**src/hdl/pond_pkg.sv**
```systemverilog
// Package: register map, field layout and reset values of the pattern output block
package pond_pkg;
	// Register offsets (byte addresses on the register port)
	localparam logic [27:0] POND_ADDR_STAGE_HI = 28'h5FFFFF4;
	localparam logic [27:0] POND_ADDR_STAGE_ALT = 28'h5FFFFF6;
	localparam logic [27:0] POND_ADDR_EN_LOW = 28'h5FFFFF8;
	localparam logic [27:0] POND_ADDR_EN_HIGH = 28'h5FFFFF9;
	localparam logic [27:0] POND_ADDR_TRIG_SEL = 28'h5FFFFFA;
	localparam logic [27:0] POND_ADDR_PORT_DATA = 28'h5FFFFFC;
	// Reset values
	localparam logic [7:0] POND_RST_STAGE = 8'h00;
	localparam logic [7:0] POND_RST_EN = 8'h00;
	localparam logic [7:0] POND_RST_TRIG_SEL = 8'hFF;
	localparam logic [15:0] POND_RST_PORT_DATA = 16'h0000;
	// Reserved bits read back as ones
	localparam logic [3:0] POND_RSVD_NIBBLE = 4'hF;
	localparam logic [7:0] POND_RSVD_BYTE = 8'hFF;
	// Trigger-select field positions (low bit of each 2-bit field)
	localparam int POND_SEL_G3_LSB = 6;
	localparam int POND_SEL_G2_LSB = 4;
	localparam int POND_SEL_G1_LSB = 2;
	localparam int POND_SEL_G0_LSB = 0;
	localparam int POND_GROUPS = 4;
	localparam int POND_GROUP_W = 4;
endpackage

```
**src/hdl/pond_group_copy.sv**
```systemverilog
// One 4-pin group: trigger selection and enabled copy of staged bits
`timescale 1ns/1ps
module pond_group_copy (
	// Selection
	input wire logic [1:0] sel,
	input wire logic [3:0] cmp_match_a,
	// Data
	input wire logic [3:0] staged,
	input wire logic [3:0] enable,
	input wire logic [3:0] current,
	// Result
	output logic fire,
	output logic [3:0] next_val
);
	// Channel select and per-bit copy
	always_comb
	begin
		// compare match A only
		fire = cmp_match_a[sel];
		// disabled bits hold
		next_val = fire ? ((staged & enable) | (current & ~enable)) : current;
	end
endmodule

```
**src/hdl/pond_top.sv**
```systemverilog
// Top of the timed pattern unit next-data, enable and trigger-select logic
// Contract
// Upper staging copies to port on match
// Shared trigger: whole byte at lower address
// Split trigger: nibbles at two addresses
// Reserved staging bits read one, ignore writes
// Upper staging resets to zero, standby keeps
// Lower enable register gates pins 7-0
// Upper enable register gates pins 15-8
// Disabled bit: no copy, pin holds
// Lower enable resets zero, standby keeps
// Upper enable resets zero, standby keeps
// Trigger select resets all ones
// Bits 7-6 pick group 3 channel
// Bits 5-4 pick group 2 channel
// Bits 3-2 pick group 1 channel
// Bits 1-0 pick group 0 channel
// Enabled port bits read-only to software
// Copy on compare match A
// Split groups copy only on own match
`timescale 1ns/1ps
module pond_top (
	// Clock and reset
	input wire logic mclk,
	input wire logic rst_n,
	// Register port
	input wire logic [27:0] reg_addr,
	input wire logic [15:0] reg_wdata,
	input wire logic reg_wr,
	input wire logic reg_rd,
	output logic [15:0] reg_rdata,
	// Timer compare match A, one bit per channel
	input wire logic [3:0] cmp_match_a,
	// Lower staged data from the neighbouring block
	input wire logic [7:0] lower_staged_bits,
	// Pattern pins
	output logic [7:0] upper_pattern_pins,
	output logic [7:0] lower_pattern_pins
);
	import pond_pkg::*;

	logic rst_meta_q;
	logic rst_sync_q;
	logic [7:0] stage_q;
	logic [7:0] en_low_q;
	logic [7:0] en_high_q;
	logic [7:0] trig_sel_q;
	logic [15:0] port_q;
	logic [15:0] port_d;
	logic [15:0] rdata_d;
	logic [3:0] fire;
	logic [15:0] staged_all;
	logic [15:0] enable_all;
	logic shared_hi;
	logic wr_stage_hi;
	logic wr_stage_alt;

	// Reset release through two flops; async assert only
	always_ff @(posedge mclk or negedge rst_n)
	begin
		if (!rst_n)
		begin
			rst_meta_q <= 1'h0;
			rst_sync_q <= 1'h0;
		end
		else
		begin
			rst_meta_q <= 1'h1;
			rst_sync_q <= rst_meta_q;
		end
	end

	// Groups 3 and 2 share one trigger when their selects match
	assign shared_hi = trig_sel_q[POND_SEL_G3_LSB +: 2] == trig_sel_q[POND_SEL_G2_LSB +: 2];
	assign wr_stage_hi = reg_wr && reg_addr == POND_ADDR_STAGE_HI;
	assign wr_stage_alt = reg_wr && reg_addr == POND_ADDR_STAGE_ALT;

	// Upper staging register; no standby input so contents persist
	always_ff @(posedge mclk or negedge rst_sync_q)
	begin
		if (!rst_sync_q)
			// reset to zero
			stage_q <= POND_RST_STAGE;
		else if (wr_stage_hi)
		begin
			// shared layout full byte
			if (shared_hi)
				stage_q <= reg_wdata[7:0];
			else
				// split: group 3 nibble only
				stage_q[7:4] <= reg_wdata[7:4];
		end
		// reserved writes dropped
		else if (wr_stage_alt && !shared_hi)
			stage_q[3:0] <= reg_wdata[3:0];
	end

	// Enable registers
	always_ff @(posedge mclk or negedge rst_sync_q)
	begin
		if (!rst_sync_q)
		begin
			// lower enable reset
			en_low_q <= POND_RST_EN;
			// upper enable reset
			en_high_q <= POND_RST_EN;
		end
		else if (reg_wr)
		begin
			// lower enable write
			if (reg_addr == POND_ADDR_EN_LOW)
				en_low_q <= reg_wdata[7:0];
			// upper enable write
			if (reg_addr == POND_ADDR_EN_HIGH)
				en_high_q <= reg_wdata[7:0];
		end
	end

	// Trigger select register
	always_ff @(posedge mclk or negedge rst_sync_q)
	begin
		if (!rst_sync_q)
			// reset to all ones
			trig_sel_q <= POND_RST_TRIG_SEL;
		else if (reg_wr && reg_addr == POND_ADDR_TRIG_SEL)
			trig_sel_q <= reg_wdata[7:0];
	end

	assign staged_all = {stage_q, lower_staged_bits};
	assign enable_all = {en_high_q, en_low_q};

	// One copy unit per group, each on its own selected channel
	for (genvar g = 0; g < POND_GROUPS; g++)
	begin : g_grp
		// two select bits per group
		// independent per-group firing
		pond_group_copy u_copy (
			.sel(trig_sel_q[2 * g +: 2]),
			.cmp_match_a(cmp_match_a),
			.staged(staged_all[POND_GROUP_W * g +: POND_GROUP_W]),
			.enable(enable_all[POND_GROUP_W * g +: POND_GROUP_W]),
			.current(port_q[POND_GROUP_W * g +: POND_GROUP_W]),
			.fire(fire[g]),
			.next_val(port_d[POND_GROUP_W * g +: POND_GROUP_W])
		);
	end

	// Port data register: match copy, else software write of free bits
	always_ff @(posedge mclk or negedge rst_sync_q)
	begin
		if (!rst_sync_q)
			port_q <= POND_RST_PORT_DATA;
		else if (reg_wr && reg_addr == POND_ADDR_PORT_DATA)
			// enabled bits ignore software; copy wins
			port_q <= (port_d & enable_all) | (reg_wdata & ~enable_all);
		else
			// staged data copied on match
			port_q <= port_d;
	end

	// Read mux; unmapped addresses read zero
	always_comb
	begin
		rdata_d = 16'h0000;
		unique case (reg_addr)
			POND_ADDR_STAGE_HI:
				// reserved nibble reads ones
				rdata_d[7:0] = shared_hi ? stage_q : {stage_q[7:4], POND_RSVD_NIBBLE};
			POND_ADDR_STAGE_ALT:
				rdata_d[7:0] = shared_hi ? POND_RSVD_BYTE : {POND_RSVD_NIBBLE, stage_q[3:0]};
			POND_ADDR_EN_LOW:
				rdata_d[7:0] = en_low_q;
			POND_ADDR_EN_HIGH:
				rdata_d[7:0] = en_high_q;
			POND_ADDR_TRIG_SEL:
				rdata_d[7:0] = trig_sel_q;
			POND_ADDR_PORT_DATA:
				rdata_d = port_q;
			default:
				rdata_d = 16'h0000;
		endcase
	end

	// Read data registered, valid the cycle after the strobe only
	always_ff @(posedge mclk or negedge rst_sync_q)
	begin
		if (!rst_sync_q)
			reg_rdata <= 16'h0000;
		else if (reg_rd)
			reg_rdata <= rdata_d;
		else
			reg_rdata <= 16'h0000;
	end

	// Pins straight from the port data flops
	assign upper_pattern_pins = port_q[15:8];
	assign lower_pattern_pins = port_q[7:0];
endmodule

```
**config.mk**
```make
export PLATFORM = sky130hd
export DESIGN_NAME = pond_top
export DESIGN_NICKNAME = d
export VERILOG_FILES = /design/src/hdl/pond_pkg.sv /design/src/hdl/pond_group_copy.sv /design/src/hdl/pond_top.sv
export SDC_FILE = /design/constraint.sdc
export NUM_CORES = 1
export LEC_CHECK = 0
export ABC_AREA = 0
export BUFFER_PORTS_ARGS = -buffer_cell sky130_fd_sc_hd__buf_2
export CAP_MARGIN = 20
export CORE_MARGIN = 5
export CORE_UTILIZATION = 53
export DETAILED_ROUTE_END_ITERATION = 8
export GPL_ROUTABILITY_DRIVEN = 0
export PLACE_DENSITY = 0.81
export SETUP_SLACK_MARGIN = 0.02
export SLEW_MARGIN = 10
export SYNTH_ARGS = -nofsm -noshare
export SYNTH_HDL_FRONTEND = slang
export SYNTH_SLANG_ARGS = --single-unit
export TNS_END_PERCENT = 1
```
**constraint.sdc**
```tcl
create_clock -name mclk -period 2.8 [get_ports mclk]
set_input_delay 0.56 -clock mclk [delete_from_list [all_inputs] [get_ports mclk]]
set_output_delay 0.56 -clock mclk [all_outputs]
set_load 0.02 [all_outputs]
```
Word level (Yosys, flattened, before mapping)
Index checks and enable logic that the tools add are counted.
- register bits after elaboration: 66
- bits in latches: 0
- RAM bits: 0
- memory bits (read-only): 0
- bits of input ports: 60
- output and inout port bits: 32
- logic and storage cells: 72
- memories kept: 0
- $add $sub $neg: 0
- $mul: 0
- divide/modulo/power cells: 0
- magnitude comparators: 4
- equal/unequal tests: 8
- shifts and indexed selects: 0
- muxes and demuxes: 21
- bitwise operators: 20
- reduce and logical (&&, ||, !) cells: 10
- operators by type and width (cell ; count):
    == test 28 x 27 -> 1 bit, second input constant ; 6
    one-hot mux 8 bit (6 select lines) ; 1
    2-to-1 mux 4 bit ; 9
    AND 16 bit ; 2
    AND 4 bit ; 8
    2-to-1 mux 16 bit ; 2
    inverter 16 bit ; 1
    inverter 4 bit ; 4
    bitwise OR 16 bit ; 1
    bitwise OR 4 bit ; 4
    < comparator 2 x 3 -> 1 bit, second input constant ; 4
    binary-select mux 1 bit (select 2 bit) ; 4
    2-to-1 mux 8 bit ; 1
    AND reduction 2 bit ; 3
    logical AND 1 bit ; 5
    2-to-1 mux 1 bit ; 4
    == test 2 bit ; 1
    != test 2 bit, second input constant ; 1
    nonzero test 2 bit ; 1
    logical NOT 1 bit ; 1

Depth between registers and ports, before layout
Gate-level depths: netlist of run 1.
- depth in word-level cells: 7
- gate-level depth with buffers: 6
- gate-level depth less buffers: 4

By module
Synthesis of run 1 repeated with hierarchy kept, for this count alone.
- cell total of the unflattened synthesis: 287
- area, all modules: 3470.8 µm²
- modules (own cells, without submodules) (module ; instances ; cells each ; area each (µm²) ; sequential area each (µm²)):
    pond_top ; 1 ; 251 ; 3140.5 ; 1661.6
    pond_group_copy ; 4 ; 9 ; 82.6 ; 0.0

Least setup slack after synthesis of run 1
OpenSTA, ideal clock, no wires.
- kind: input to register
- start point: input port reg_addr[25]
- end point: register trig_sel_q[0]
- setup time: 0.082 ns
- arrival time: 2.252 ns
- required time: 2.718 ns
- slack: 0.466 ns
- stages: 5
- buffers on the path: 1
- path through: nand4b_1 or4_1 or4_1 buf_2 mux2_4
- word-level cells in the longest chain between the ends: 2
- RTL lines (item ; line ; RTL):
    start, declared ; pond_top.sv:27 ; input wire logic [27:0] reg_addr,
    == test 28 x 27 -> 1 bit ; pond_top.sv:125 ; else if (reg_wr && reg_addr == POND_ADDR_TRIG_SEL)
    logical AND 1 bit ; pond_top.sv:125 ;
    end signal, assigned ; pond_top.sv:126 ; trig_sel_q <= reg_wdata[7:0];
    end, declared ; pond_top.sv:47 ; logic [7:0] trig_sel_q;
Every way passes these cells.
A chain may end at the register's enable or synchronous reset.

Worst setup path in the final report of run 1
- start point: input port reg_addr[25]
- end point: register trig_sel_q[5]
Same word-level chain as after synthesis.

==> results of run 1 <==
==> stage by stage <==
stage          instance area [sq um]  setup WS (ps)  power, mW  hold WS (ps)
3_3_place_gp                    3990           95.1       1.11           243
5_1_grt                         4170            367       1.87           280
6_report                        4170            411       1.81           227
3_5_place_dp                    3990           62.4       1.11           245
2_1_floorplan                   3430            466       1.04           264
4_1_cts                         4170            408       1.82           243
==> final timing paths <==
check,startpoint,end,cells past startpoint
max,reg_addr[25],trig_sel_q[5],5
min,rst_sync_q,en_high_q[3],0
max reg2reg,trig_sel_q[4],stage_q[3],4
min reg2reg,rst_sync_q,en_high_q[3],0
max in group asynchronous,rst_sync_q,reg_rdata[4],1
min in group mclk,rst_meta_q,rst_sync_q,0
==> cell families after synthesis <==
group	synth area share [%]
simple gates	13.5
mux	16.3
other cells	0.109
flops	48.4
buf+inv	3.32
compound gates	17.8
xor+xnor	0.511
==> critical path, stage by stage <==
cell	delay, ps
buf_2	90
nand4b_1	190
or4_1	600
or4_1	820
mux2_4	400
==> state kept, by name, summed over array words and instances, names as in the netlist <==
register	count
en_high_q	8
rst_sync_q	1
port_q	16
trig_sel_q	8
rst_meta_q	1
reg_rdata	16
en_low_q	8
stage_q	8
==> where the power goes <==
part | total [mW] | internal (mW) | switching [mW]
Sequential | 0.965 | 0.957 | 0.00776
Combinational | 0.133 | 0.0556 | 0.0775
Clock | 0.711 | 0.366 | 0.345
Total | 1.81 | 1.38 | 0.431
==> layout by cell type (no fill, tap or decap), types with 3 or more instances in the layout <==
master / netlist / layout
or4_1: 3 / 3
o311ai_1: 16 / 16
mux2i_1: 8 / 8
inv_1: 17 / 17
nor2_1: 10 / 10
clkbuf_8: 0 / 11
o22ai_1: 3 / 3
o21ai_1: 3 / 3
mux2_4: 8 / 8
mux2_1: 20 / 20
a21boi_0: 14 / 14
a21oi_1: 6 / 6
mux2_2: 4 / 4
dfstp_2: 8 / 8
nand4_1: 6 / 6
clkinv_2: 0 / 3
and2_1: 8 / 8
nand3_1: 17 / 17
buf_2: 4 / 91
dfrtp_1: 58 / 57
mux4_2: 4 / 4
o2bb2ai_1: 10 / 10
nor2b_1: 7 / 7
a22oi_1: 6 / 6
nand2_1: 4 / 4
buf_4: 0 / 7
o31ai_1: 14 / 14
==> final cells by class <==
| cell class | instances | area share, % |
|---|---|---|
| Inverter | 17 | 1.53 |
| Clock inverter | 3 | 0.360 |
| Multi-Input combinational cell | 202 | 39.7 |
| Timing Repair Buffer | 99 | 12.4 |
| Sequential cell | 66 | 39.9 |
| Clock buffer | 13 | 3.81 |
| Tap cell | 77 | 2.31 |
==> layer usage <==
layer | global-route usage [%] | vias up | wire length, um
met5 | 0 | - | 0
met4 | 8.56 | 0 | 139
met3 | 5.75 | 14 | 830
met2 | 34.5 | 144 | 4280
met1 | 31.4 | 1442 | 3840
li1 | - | 1343 | -
==> what timing repair did <==
item / 4_1_cts / 5_1_grt
setup buffers: 0 / 0
hold buffers: 1 / 0
endpoints found under the hold margin: 2 / 0
==> results_dict.tcl, run 1 <==
set metrics [dict create \
    status "finished clean" \
    ys_warn_count 0 \
    drive_gt1_share_pct 35.3 \
    num_vias 2943 \
    ioPinCount 92 \
    synth_top_flop_cell "dfrtp_1" \
    p_per_area_nw_per_um2 434 \
    initial_utilization_pct 54.3 \
    cts_made_buffers 9 \
    num_antenna_cells 0 \
    utilization_pct 66.0 \
    grt_pass1_wl_mm 15.2 \
    rsz0062_at_grt "no" \
    netlist_area_sq_um 3430 \
    post-route-min-period_ps 2390 \
    hpwl_mm 6.71 \
    antenna_found_initial 0 \
    syn_avg_cell_area_sq_um 11.5 \
    die_area_sq_um 8180 \
    row_count 29 \
    fin_tns_setup_ps 0 \
    ys_ff_latch 66 \
    fmax_mhz 419 \
    peakVddDrop_mv 0.278 \
    postSynthNetCount 357 \
    placement.io_buffers 91 \
    path_clk_slew_ps 70 \
    ant_nets 0 \
    cts_root_buf "clkbuf_8" \
    skew_ps 9.68 \
    cts_htree_levels 3 \
    synth.distinct_cells 48 \
    wl_per_cell_um 19.1 \
    r2r_slack_ps 750 \
    synth.most_common_cell "dfrtp_1" \
    regArea_sq_um 1660 \
    worstSetupStartpointType "input port" \
    tritoncts "built" \
    cts_buffer_depth 2 \
    maxSlewViolCount 0 \
    hold_violations 0 \
    die_y_um 90.4 \
    fin_cells 477 \
    min_period_over_period_pct 85.3 \
    maxSlewHeadroom_pct 64.6 \
    place_inst 460 \
    wl_mm 9.09 \
    async_flop_share_pct 100 \
    drc 0 \
    crit_type "in -> reg" \
    hold_class "reg -> async" \
    drtIter0Drc 262 \
    critPathRequiredTime_ps 3060 \
    synth_edf_count 0 \
    yosys-top-cells-count "dfrtp_1, mux2_1, inv_1, nand3_1, o311ai_1" \
    track_usage_pct 22.7 \
    worstPathArrival_ps 2650 \
    vias_per_cell 6.17 \
    clkLatencyLatePin_ps 340 \
    cap_violations 0 \
    cts_resized 0 \
    end_kind "register" \
    fillers 506 \
    die_w_um 90.4 \
    cts_sinks 66 \
    p_leak_nw 2.09 \
    worst_pin_slew_ps 532 \
    grt_pass1_vias 2976 \
    finalSetupViolCount 0 \
    multiInputGateArea_sq_um 1650 \
    synth_top_area_share_pct 42.3 \
    synth.area.top_cells "dfrtp_1, mux2_1, dfstp_2" \
    grt_overflow 0 \
    ys_seq_area_share_pct 48.4 \
    coreArea_sq_um 6310 \
    syn_inst 297 \
    grt_max_degree 43 \
    worstPathMaxFanout 8 \
    yosysTopAreaCell "dfrtp_1" \
    syn_to_final_growth_pct 21.6 \
    nets 455 \
    dr.pass1.iters 5 \
]
Note: power is estimated with default switching activity, not from simulation.
==> run 2, diff against run 1 <==
BUFFER_PORTS_ARGS = -buffer_cell sky130_fd_sc_hd__clkbuf_2   (was -buffer_cell sky130_fd_sc_hd__buf_2)
CORE_UTILIZATION = 40   (was 53)
PLACE_DENSITY = 0.64   (was 0.81)
==> results_dict.tcl, run 2 (synthesis results as in run 1) <==
set metrics [dict create \
    nets 457 \
    post-route-min-period_ps 2360 \
    fmax_mhz 423 \
    placement.io_buffers 91 \
    skew_ps 12.3 \
    maxSlewHeadroom_pct 37.4 \
    r2r_end "stage_q[0]" \
    peakVddDrop_mv 0.291 \
    p_leak_nw 2.12 \
    final_cell_area_sq_um 4300 \
    fin_cells 507 \
    r2r_slack_ps 740 \
    cts_buffer_depth 2 \
    hold_class "reg -> reg" \
    intPower_mw 1.65 \
    grt_pass1_wl_mm 14.9 \
    hold_violations 0 \
    tritoncts "built" \
    critPathLaunch "reg_addr[25]" \
    initial_utilization_pct 41.3 \
    timing.final.ws_setup_ps 437 \
    place_inst 490 \
    num_vias 2854 \
    drc 0 \
    p_per_area_nw_per_um2 489 \
    ioPinCount 92 \
    worstSetupStartpointType "input port" \
    die_area_sq_um 10500 \
    cap_violations 0 \
    end_kind "register" \
    vias_per_cell 5.63 \
    swShare_pct 21.5 \
    path_clk_slew_ps 70 \
    track_usage_pct 18.9 \
    coreArea_sq_um 8300 \
    cts_made_buffers 9 \
    placed_area_sq_um 4040 \
    reg.largest.list "port_q (16), reg_rdata (16)" \
    drive_gt1_share_pct 36.1 \
    cts_sinks 66 \
    dr.pass1.iters 4 \
    fin_tns_setup_ps 0 \
    rsz0062_at_grt "no" \
    switching_power_mw 0.452 \
    r2r_start "trig_sel_q[6]" \
    status "finished clean" \
    finalSetupViolCount 0 \
    drtIter0Drc 67 \
    wl_mm 9.56 \
    post_cts_buffers 0 \
    clkPwrFrac_pct 47.6 \
    die_w_um 103 \
    hpwl_mm 7.03 \
    final_common_cell "clkbuf_2" \
    worstPathArrival_ps 2590 \
    worstPathMaxFanout 19 \
    wl_per_cell_um 18.9 \
    ant_nets 0 \
    syn_to_final_growth_pct 25.3 \
    min_period_over_period_pct 84.4 \
    grt_pass1_vias 2796 \
    r2r_cells 4 \
    worst_pin_slew_ps 939 \
    utilization_pct 51.8 \
    place_worst_setup_slack_ps 85.3 \
    row_count 33 \
    num_antenna_cells 0 \
    grt_max_degree 43 \
    die_y_um 103 \
    cts_root_buf "clkbuf_8" \
    seqPwrFrac_pct 46.1 \
    critPathRequiredTime_ps 3030 \
    antenna_found_initial 0 \
    mostFrequentLayoutCells "clkbuf_2, dfrtp_1, mux2_1" \
    grt_overflow 0 \
    clkLatencyLatePin_ps 360 \
    crit_end "en_low_q[2]" \
    comb_power_share_pct 6.2 \
    cts_htree_levels 3 \
    maxSlewViolCount 0 \
    crit_type "in -> reg" \
]
==> run 2: changes by cell type in the layout (fill, tap and decap cells not counted), sizes merged <==
cell	change
clkinv	-1
bufinv	+3
clkbuf	+89
buf	-89
==> run 2: timing repair <==
action,CTS,global route
hold endpoints to repair,2,0
resized for setup,0,0
setup endpoints to repair,0,0
hold buffers,1,0
==> run 2: layer usage <==
| metal | wire [um] | GRT usage [%] |
|---|---|---|
| met1 | 4210 | 25.3 |
| met2 | 4460 | 30.4 |
| met3 | 706 | 3.11 |
| met4 | 187 | 8.17 |
| met5 | 0 | 0 |
==> run 2: cell type report <==
cell class	count	area [sq um]
timing repair buffer	101	533
fill	782	4000
clock buffer	11	151
tap	105	131
clock inverter	5	100
multi-input combinational	202	1650
sequential	66	1660
inverter	17	63.8
==> run 2: stage by stage <==
step,total power [mW],hold slack [ps]
after floorplan,1.04,264
after global placement,1.12,337
after detailed placement,1.12,346
after CTS,2.13,364
after global routing,2.18,367
final,2.10,359
==> run 2: worst min path at each step <==
stage                     from    endpoint  slack (ps)  cells after the start
global route        rst_meta_q  rst_sync_q         370                      0
CTS                 rst_meta_q  rst_sync_q         360                      0
detailed placement       rst_n  rst_meta_q         350                      1
finish              rst_meta_q  rst_sync_q         360                      0
global placement    rst_meta_q  rst_sync_q         340                      0
floorplan                rst_n  rst_meta_q         260                      0
==> run 2: critical path, cell delays in order <==
cell      delay, ps
clkbuf_2         80
nand4b_1        180
or4_1           600
buf_4           270
nor3_4          520
mux2_1          380
==> run 2: power groups by stage <==
| stage | combinational (mW) | clock (mW) | sequential, mW |
|---|---|---|---|
| floorplan | 0.0468 | 0 | 0.990 |
| global placement | 0.129 | 0 | 0.988 |
| detailed placement | 0.130 | 0 | 0.989 |
| CTS | 0.131 | 1.03 | 0.971 |
| global route | 0.145 | 1.07 | 0.972 |
| finish | 0.131 | 1.00 | 0.970 |
